--- src/rtl/nsl_defs.vh ---
// Constants for the network status lamp driver
// Notes on behaviour
// The transmit lamp is pulled low for about 50 ms each time a frame is sent, on either port.
// The receive lamp is pulled low for about 50 ms whenever receive data is seen, on either port.
// The collision lamp is pulled low for about 50 ms whenever a collision is seen, on either port.
// The link lamp shows link status only while its disable input is clear.
// The link lamp is off on the AUI port, and off when link test is on and the link is bad.
// The link lamp is on with twisted pair, link test on and link good, or link test off.
// The polarity lamp is off by default and turns on after seven reversed link pulses or three reversed packets in a row.
// Each activity timer restarts on every new event and holds until 50 ms pass with none.
`ifndef NSL_DEFS_VH
`define NSL_DEFS_VH
`define NSL_CLK_MHZ 100
`define NSL_HOLD_MS 50
`define NSL_HOLD_CYCLES 23'h4c4b40
`define NSL_TMR_W 23
`define NSL_POL_PULSES 3'h7
`define NSL_POL_PACKETS 3'h3
`endif

--- src/rtl/nsl_hold_timer.v ---
// Retriggerable hold timer for one activity lamp
`timescale 1ns/1ns
`include "nsl_defs.vh"
module nsl_hold_timer #(
	parameter [`NSL_TMR_W-1:0] HOLD_CYCLES = `NSL_HOLD_CYCLES
) (
	// Clock and reset
	input wire clk_in,
	input wire resetn_in,
	// Event and lamp
	input wire event_in,
	output reg active_out
);
	reg [`NSL_TMR_W-1:0] count_q;
	always @(posedge clk_in or negedge resetn_in) begin
		if (!resetn_in) begin
			count_q <= {`NSL_TMR_W{1'b0}};
			active_out <= 1'b0;
		end else if (event_in) begin
			count_q <= HOLD_CYCLES - {{(`NSL_TMR_W-1){1'b0}}, 1'b1};
			active_out <= 1'b1;
		end else if (count_q != {`NSL_TMR_W{1'b0}}) begin
			count_q <= count_q - {{(`NSL_TMR_W-1){1'b0}}, 1'b1};
		end else begin
			active_out <= 1'b0;
		end
	end
endmodule

--- src/rtl/nsl_led_driver.v ---
// Status lamp driver: activity, link and polarity lamps
`timescale 1ns/1ns
`include "nsl_defs.vh"
module nsl_led_driver #(
	parameter [`NSL_TMR_W-1:0] HOLD_CYCLES = `NSL_HOLD_CYCLES
) (
	// Clock and reset
	input wire clk_in,
	input wire resetn_in,
	// Event pulses from MAC and transceiver
	input wire tx_frame_in,
	input wire rx_data_in,
	input wire collision_in,
	// Link and configuration
	input wire twisted_pair_port_in,
	input wire link_test_en_in,
	input wire link_good_in,
	input wire link_lamp_disable_in,
	// Polarity events
	input wire link_pulse_in,
	input wire rx_packet_in,
	input wire polarity_reversed_in,
	// Open-drain lamps: pin low when enable high
	output wire transmit_activity_indicator_out,
	output reg transmit_activity_indicator_oe_out,
	output wire receive_activity_indicator_out,
	output reg receive_activity_indicator_oe_out,
	output wire collision_indicator_out,
	output reg collision_indicator_oe_out,
	output wire link_good_indicator_out,
	output reg link_good_indicator_oe_out,
	output wire polarity_reversed_indicator_out,
	output reg polarity_reversed_indicator_oe_out
);

	// ==========================================
	// Run counter and decode helpers
	// ==========================================
	function [2:0] run_next;
		input [2:0] run;
		input strobe;
		input reversed;
		input [2:0] limit;
		begin
			if (!strobe) begin
				run_next = run;
			end else if (!reversed) begin
				run_next = 3'h0;
			end else if (run != limit) begin
				run_next = run + 3'h1;
			end else begin
				run_next = run;
			end
		end
	endfunction

	function run_hit;
		input [2:0] run;
		input strobe;
		input reversed;
		input [2:0] limit;
		begin
			run_hit = strobe && reversed && (run == limit - 3'h1);
		end
	endfunction

	function link_lamp_on;
		input disable_bit;
		input tp_port;
		input test_en;
		input good;
		begin
			link_lamp_on = !disable_bit && tp_port && (!test_en || good);
		end
	endfunction

	// ==========================================
	// Open-drain data is always low
	// ==========================================
	reg drive_low_q;
	assign transmit_activity_indicator_out = drive_low_q;
	assign receive_activity_indicator_out = drive_low_q;
	assign collision_indicator_out = drive_low_q;
	assign link_good_indicator_out = drive_low_q;
	assign polarity_reversed_indicator_out = drive_low_q;

	always @(posedge clk_in or negedge resetn_in) begin
		if (!resetn_in) begin
			drive_low_q <= 1'b0;
		end else begin
			drive_low_q <= 1'b0;
		end
	end

	// ==========================================
	// Activity timers
	// ==========================================
	wire tx_act;
	wire rx_act;
	wire col_act;
	nsl_hold_timer #(.HOLD_CYCLES(HOLD_CYCLES)) u_tx (
		.clk_in(clk_in),
		.resetn_in(resetn_in),
		.event_in(tx_frame_in),
		.active_out(tx_act)
	);
	nsl_hold_timer #(.HOLD_CYCLES(HOLD_CYCLES)) u_rx (
		.clk_in(clk_in),
		.resetn_in(resetn_in),
		.event_in(rx_data_in),
		.active_out(rx_act)
	);
	nsl_hold_timer #(.HOLD_CYCLES(HOLD_CYCLES)) u_col (
		.clk_in(clk_in),
		.resetn_in(resetn_in),
		.event_in(collision_in),
		.active_out(col_act)
	);

	// ==========================================
	// Polarity run counters
	// ==========================================
	reg [2:0] pulse_run_q;
	reg [2:0] pulse_run_d;
	reg [2:0] pkt_run_q;
	reg [2:0] pkt_run_d;
	reg pol_q;
	reg pol_d;
	wire pulse_hit;
	wire pkt_hit;

	assign pulse_hit = run_hit(pulse_run_q, link_pulse_in, polarity_reversed_in,
		`NSL_POL_PULSES);
	assign pkt_hit = run_hit(pkt_run_q, rx_packet_in, polarity_reversed_in,
		`NSL_POL_PACKETS);
	always @* begin
		pulse_run_d = run_next(pulse_run_q, link_pulse_in, polarity_reversed_in,
			`NSL_POL_PULSES);
		pkt_run_d = run_next(pkt_run_q, rx_packet_in, polarity_reversed_in,
			`NSL_POL_PACKETS);
		pol_d = pol_q;
		if (pulse_hit || pkt_hit) begin
			pol_d = 1'b1;
		end
	end

	always @(posedge clk_in or negedge resetn_in) begin
		if (!resetn_in) begin
			pulse_run_q <= 3'h0;
			pkt_run_q <= 3'h0;
		end else begin
			pulse_run_q <= pulse_run_d;
			pkt_run_q <= pkt_run_d;
		end
	end

	// ==========================================
	// Polarity latch: holds until reset
	// ==========================================
	always @(posedge clk_in or negedge resetn_in) begin
		if (!resetn_in) begin
			pol_q <= 1'b0;
		end else begin
			pol_q <= pol_d;
		end
	end

	// ==========================================
	// Lamp enable decode
	// ==========================================
	reg tx_oe_d;
	reg rx_oe_d;
	reg col_oe_d;
	reg link_oe_d;
	reg pol_oe_d;

	always @* begin
		tx_oe_d = tx_act;
		rx_oe_d = rx_act;
		col_oe_d = col_act;
		link_oe_d = link_lamp_on(link_lamp_disable_in, twisted_pair_port_in,
			link_test_en_in, link_good_in);
		pol_oe_d = pol_q;
	end

	// ==========================================
	// Lamp enable registers
	// ==========================================
	always @(posedge clk_in or negedge resetn_in) begin
		if (!resetn_in) begin
			transmit_activity_indicator_oe_out <= 1'b0;
		end else begin
			transmit_activity_indicator_oe_out <= tx_oe_d;
		end
	end

	always @(posedge clk_in or negedge resetn_in) begin
		if (!resetn_in) begin
			receive_activity_indicator_oe_out <= 1'b0;
		end else begin
			receive_activity_indicator_oe_out <= rx_oe_d;
		end
	end

	always @(posedge clk_in or negedge resetn_in) begin
		if (!resetn_in) begin
			collision_indicator_oe_out <= 1'b0;
		end else begin
			collision_indicator_oe_out <= col_oe_d;
		end
	end

	always @(posedge clk_in or negedge resetn_in) begin
		if (!resetn_in) begin
			link_good_indicator_oe_out <= 1'b0;
		end else begin
			link_good_indicator_oe_out <= link_oe_d;
		end
	end

	always @(posedge clk_in or negedge resetn_in) begin
		if (!resetn_in) begin
			polarity_reversed_indicator_oe_out <= 1'b0;
		end else begin
			polarity_reversed_indicator_oe_out <= pol_oe_d;
		end
	end
endmodule

--- config.mk ---
export PLATFORM = sky130hd
export DESIGN_NAME = nsl_led_driver
export DESIGN_NICKNAME = d
export VERILOG_FILES = /design/src/rtl/nsl_hold_timer.v /design/src/rtl/nsl_led_driver.v
export VERILOG_INCLUDE_DIRS = /design/src /design/src/rtl
export SDC_FILE = /design/constraint.sdc
export NUM_CORES = 1
export LEC_CHECK = 0
export BUFFER_PORTS_ARGS = -buffer_cell sky130_fd_sc_hd__buf_2
export CAP_MARGIN = 5
export CORE_AREA = 2 2 108 110
export CTS_CLUSTER_DIAMETER = 150
export DETAILED_ROUTE_END_ITERATION = 6
export DIE_AREA = 0 0 110 112
export PLACE_DENSITY = 0.59
export SETUP_SLACK_MARGIN = 0.2
export SLEW_MARGIN = 20
export SYNTH_ARGS = -nofsm -noshare
export SYNTH_HDL_FRONTEND = slang
export SYNTH_SLANG_ARGS = --single-unit
--- constraint.sdc ---
create_clock -name clk_in -period 2.9 [get_ports clk_in]
set_input_delay 0.145 -clock clk_in [delete_from_list [all_inputs] [get_ports clk_in]]
set_output_delay 0.145 -clock clk_in [all_outputs]
set_load 0.005 [all_outputs]
Word level (Yosys, flattened, before mapping). Cells that the tools add are included.

Register bits after elaboration: 84. Word-level logic and storage cells: 62.

Add/sub/neg operators: 5. Equal/unequal tests: 9. Mux-type cells: 16. Reduce and logical (&&, ||, !) cells: 18.

Operator list (number): $mux 23 (6); $reduce_bool 23->1 (3); $sub 23x1->23 const B (3); $mux 3 (4); $add 3x1->3 const B (2); $logic_and 1x1->1 (6); $mux 1 (6); $ne 2x2->1 const B (3); $reduce_bool 2->1 (3); $ne 2x1->1 const B (2); $reduce_and 2->1 (2); $eq 3x2->1 const B (1); $eq 3x3->1 const B (1); $ne 3x2->1 const B (1); $ne 3x3->1 const B (1); $logic_not 1->1 (2); $logic_or 1x1->1 (2).

Depth between registers and ports, before layout.
Word-level depth: 3. Mapped depth: 9. Mapped depth without buffers: 7.

Cells and area by module. A second synthesis with hierarchy kept.

Cells, all modules: 468. Area, all modules: 4610.7 um2.

Modules (own cells, without submodules): nsl_hold_timer (times used 3, cells each 139, area an instance 1328.8 um2); nsl_led_driver (times used 1, cells each 51, area an instance 624.3 um2).

Worst setup path after synthesis. No wires, ideal clock.

Path type: register to register. Start point: reg u_tx.count_q[14]. End point: reg u_tx.count_q[9]. Setup time: 0.131 ns. Data arrival time: 2.258 ns. Setup slack: 0.510 ns. Cell stages (with the launch flop): 7. Path buffers: 1. Clock period less this slack: 2.390 ns. Path through: dfrtp_1 > or4_4 > or4b_1 > buf_2 > o31ai_4 > nor3_1 > or3b_1.

Longest elaborated chain between the ends: 2.

RTL lines: start: declaration (RTL line nsl_hold_timer.v:14) `` reg [`NSL_TMR_W-1:0] count_q; ``; start signal: assignment (RTL line nsl_hold_timer.v:17) `` count_q <= {`NSL_TMR_W{1'b0}}; ``; start signal: assignment (RTL line nsl_hold_timer.v:20) `` count_q <= HOLD_CYCLES - {{(`NSL_TMR_W-1){1'b0}}, 1'b1}; ``; start signal: assignment (RTL line nsl_hold_timer.v:23) `` count_q <= count_q - {{(`NSL_TMR_W-1){1'b0}}, 1'b1}; ``; $reduce_bool 23->1 (RTL line nsl_hold_timer.v:22) `` end else if (count_q != {`NSL_TMR_W{1'b0}}) begin ``; $reduce_bool 2->1 (no line).

Every way passes these cells. A chain may end at the register's enable or synchronous reset.

Worst setup path after layout.
Start point: reg u_col.count_q[12]. End point: reg u_col.count_q[21].

Longest elaborated chain between the ends: 3. Elaborated cells on any way between the ends: 5. Those cells by class: add/sub: 1; mux: 2; reduce/logical: 2.

RTL lines: start: declaration (RTL line nsl_hold_timer.v:14); start signal: assignment (RTL line nsl_hold_timer.v:17); start signal: assignment (RTL line nsl_hold_timer.v:20); start signal: assignment (RTL line nsl_hold_timer.v:23); $sub 23x1->23 (RTL line nsl_hold_timer.v:23); $mux 23 (RTL line nsl_hold_timer.v:22); $mux 23 (RTL line nsl_hold_timer.v:19) `end else if (event_in) begin`.

Several ways; a longest one is shown, not always the timed one. The select of a mux whose other input is x is not followed.

==> flow_summary.yaml <==
status:
  outcome: "finished clean"
timing:
  max-slew-margin-rel_pct: 58.9
  hold_viol: 0
  skew_ps: 5.43
  finalCritPeriodShare_pct: 89.7
  holdWs_ps: 51.5
  drv_slew: 0
  rsz0062_at_grt: "no"
  timing.setup.tns_ps: 0
  worst_pin_slew_ps: 611
  period_needed_ps: 2600
  max_freq_ghz: 0.384
  finalSetupViolations: 0
die:
  row_count: 39
  die-area_mm2: 0.0123
  fp.dieW_um: 110
  core-area_mm2: 0.0112
  initial_utilization_pct: 39.3
  die_y_um: 112
  ios: 22
clocking:
  cts_hold_buf: 2
  cts_buffers: 9
  clk_pin_slew_ps: 60
  clockBufferDepth: 2
  root_buffer: "clkbuf_16"
  cts_tree: "done"
  ctsResizeCount: 0
  cts_sinks: 84
  post_cts_buffers: 0
  htreeDepth: 3
  clk_latency_ps: 340
worst_setup_path:
  crit_path_end_kind: "flip-flop"
  cp_num_buf_inv: 0
  crit_family: "simple AND/OR/NAND/NOR gates"
  cpMostUsedCell: "or4_1"
  slowest_delay_ps: 770
  worst_path_max_delay_cell: "or4_1"
  cp_data_required_time_ps: 3120
  path_cells: "or4_1 -> or4_1 -> o21bai_2 -> nor4_1 -> mux2_1"
  critPathLaunchType: "flip-flop"
  critical_path.max_fanout: 12
  criticalPathCategory: "flip-flop to flip-flop"
  arrival_ps: 2820
drt:
  first_iter_violations: 136
  first_pass_iters: 4
  drt_wl_total_um: 8360
  viasPerCell: 5.35
  wl_per_cell_um: 13.5
  antenna_left: 0
  drc: 0
  route.vias.total: 3300
logic_synthesis:
  avgSynthCellArea_um2: 9.76
  synth_top_cell_by_area: "dfrtp_1"
  yosys_warnings: 0
  netlist_instances: 450
  synth_edf_count: 0
  post-synth-top-count-cell: "dfrtp_1"
  ys_types: 56
  synth_area_mm2: 0.00439
  synthFlopType: "dfrtp_1"
  synth.area.top_cells: "dfrtp_1 (48%), xor2_1 (3.8%), nor2_1 (3.4%), nand2b_1 (2.8%), ha_1 (2.6%)"
  synthArstFlopShare_pct: 100
  synth_seq_cells: 84
  synth_top_area_share_pct: 47.8
  seq_area_frac_synth_pct: 47.8
  synth_common_cells: "dfrtp_1 (84), nor2_1 (40), nand2_1 (21), nand2b_1 (20)"
final_layout:
  final_layout_size_suffix_gt1_share_pct: 11.2
  final_nets: 491
  diodes: 0
  syn2layout_area_growth_pct: 13.1
  utilization_pct: 44.5
  fillers: 1046
  stdcell_area_mm2: 0.00497
job:
  maxCapViolations: 0
global_route:
  track_usage_pct: 15.0
  grt_max_degree: 37
  grt_overflow: 0
  grt_pass1_vias: 3230
  antenna_found_initial: 0
  grt_pass1_wl_um: 14700
placement:
  io_buffers: 16
  place_area_mm2: 0.00462
  dp_hpwl_um: 5700
  gp_congestion: 0.771
min_path:
  hold_class: "input pin to flip-flop"
power_and_ir_drop:
  p_leak_uw: 0.00182
  max-vdd-ir-drop_uv: 294
  powerDensity_mw_per_mm2: 533
worst paths after layout:
| kind | from | end | slack (ps) | depth (start not counted) |
|---|---|---|---|---|
| max in group asynchronous | resetn_in | u_tx.count_q[13]$_DFFE_PN0P_ | 1880 | 3 |
| worst max register to register | u_col.count_q[12]$_DFFE_PN0P_ | u_col.count_q[21]$_DFFE_PN0P_ | 300 | 5 |
| worst min-delay path | polarity_reversed_in | pol_oe_d$_DFFE_PN0P_ | 50 | 2 |
| worst max-delay path | u_col.count_q[12]$_DFFE_PN0P_ | u_col.count_q[21]$_DFFE_PN0P_ | 300 | 5 |
| min in group asynchronous | resetn_in | link_good_indicator_oe_out$_DFF_PN0_ | 310 | 2 |
| worst min register to register | u_tx.active_out$_DFFE_PN0P_ | transmit_activity_indicator_oe_out$_DFF_PN0_ | 380 | 0 |
cell type report:
| type | instances | area (um2) | area share, % |
|---|---|---|---|
| timing repair buffer | 25 | 155 | 3.12 |
| sequential | 84 | 2100 | 42.3 |
| clock inverter | 4 | 72.6 | 1.46 |
| tap | 143 | 179 | 3.60 |
| clock buffer | 11 | 253 | 5.09 |
| inverter | 18 | 67.6 | 1.36 |
| multi-input combinational | 332 | 2140 | 43.1 |
where the power goes:
part	internal (uW)	leakage (uW)	total [uW]	switching (uW)
Clock	795	0.000158	1260	467
Combinational	60.5	0.000724	150	89.6
Sequential	1210	0.000937	1230	26.9
per-stage QoR:
step / setup slack [ps] / std cells / total power, uW
after floorplan: 510 / 454 / 1350
after global placement: 372 / 600 / 1400
after detailed placement: 296 / 600 / 1410
after CTS: 280 / 617 / 2690
after global routing: 208 / 617 / 2760
final: 298 / 617 / 2650
flip-flops by register name, summed over array words and instances, names as in the netlist, 3 cells and up:
register / count
u_col.count_q: 23
u_rx.count_q: 23
u_tx.count_q: 23
pkt_run_q: 3
pulse_run_q: 3
layer usage:
layer / wire (um) / vias to the layer above / global-route usage (%)
li1: - / 1656 / -
met1: 4010 / 1585 / 19.2
met2: 3900 / 47 / 24.0
met3: 284 / 12 / 3.45
met4: 157 / 0 / 6.33
met5: 0 / - / 0
cells in the final DEF (no fill, tap or decap), drive strengths merged, types with 3 or more instances in the layout:
cell    netlist  layout
xor2         19      19
nor3b         3       3
o211ai        6       6
nand2        21      21
a211o         7       7
mux2i         5       5
a22oi         3       3
nor4         16      16
nand4         3       3
clkbuf       11      11
o31ai         7       7
or3b          4       4
conb          1       5
xnor2         8       8
or4b          4       4
a21o          5       5
buf           9      23
dfrtp        84      84
inv          18      18
a21oi        19      19
o22ai         5       5
o21ai        23      23
or3          14      14
nor2         41      41
a211oi        3       3
nand2b       20      20
ha            9       9
nand3         9       9
nor2b        11      11
or4          13      13
or2           5       5
o41ai         6       6
nor3         19      19
nand3b        4       4
o31a          3       3
logic make-up after synthesis:
| logic type | Yosys count | share of synthesized area, % |
|---|---|---|
| adders and majority gates | 9 | 2.56 |
| other | 1 | 0.0854 |
| DFF | 84 | 47.8 |
| xor gates and xnor gates | 27 | 5.38 |
| and+or+nand+nor | 193 | 24.8 |
| AOI/OAI and AO/OA | 91 | 13.9 |
| buffers and inverters | 38 | 3.76 |
| muxes | 7 | 1.65 |
(Power assumes the default switching activity.)
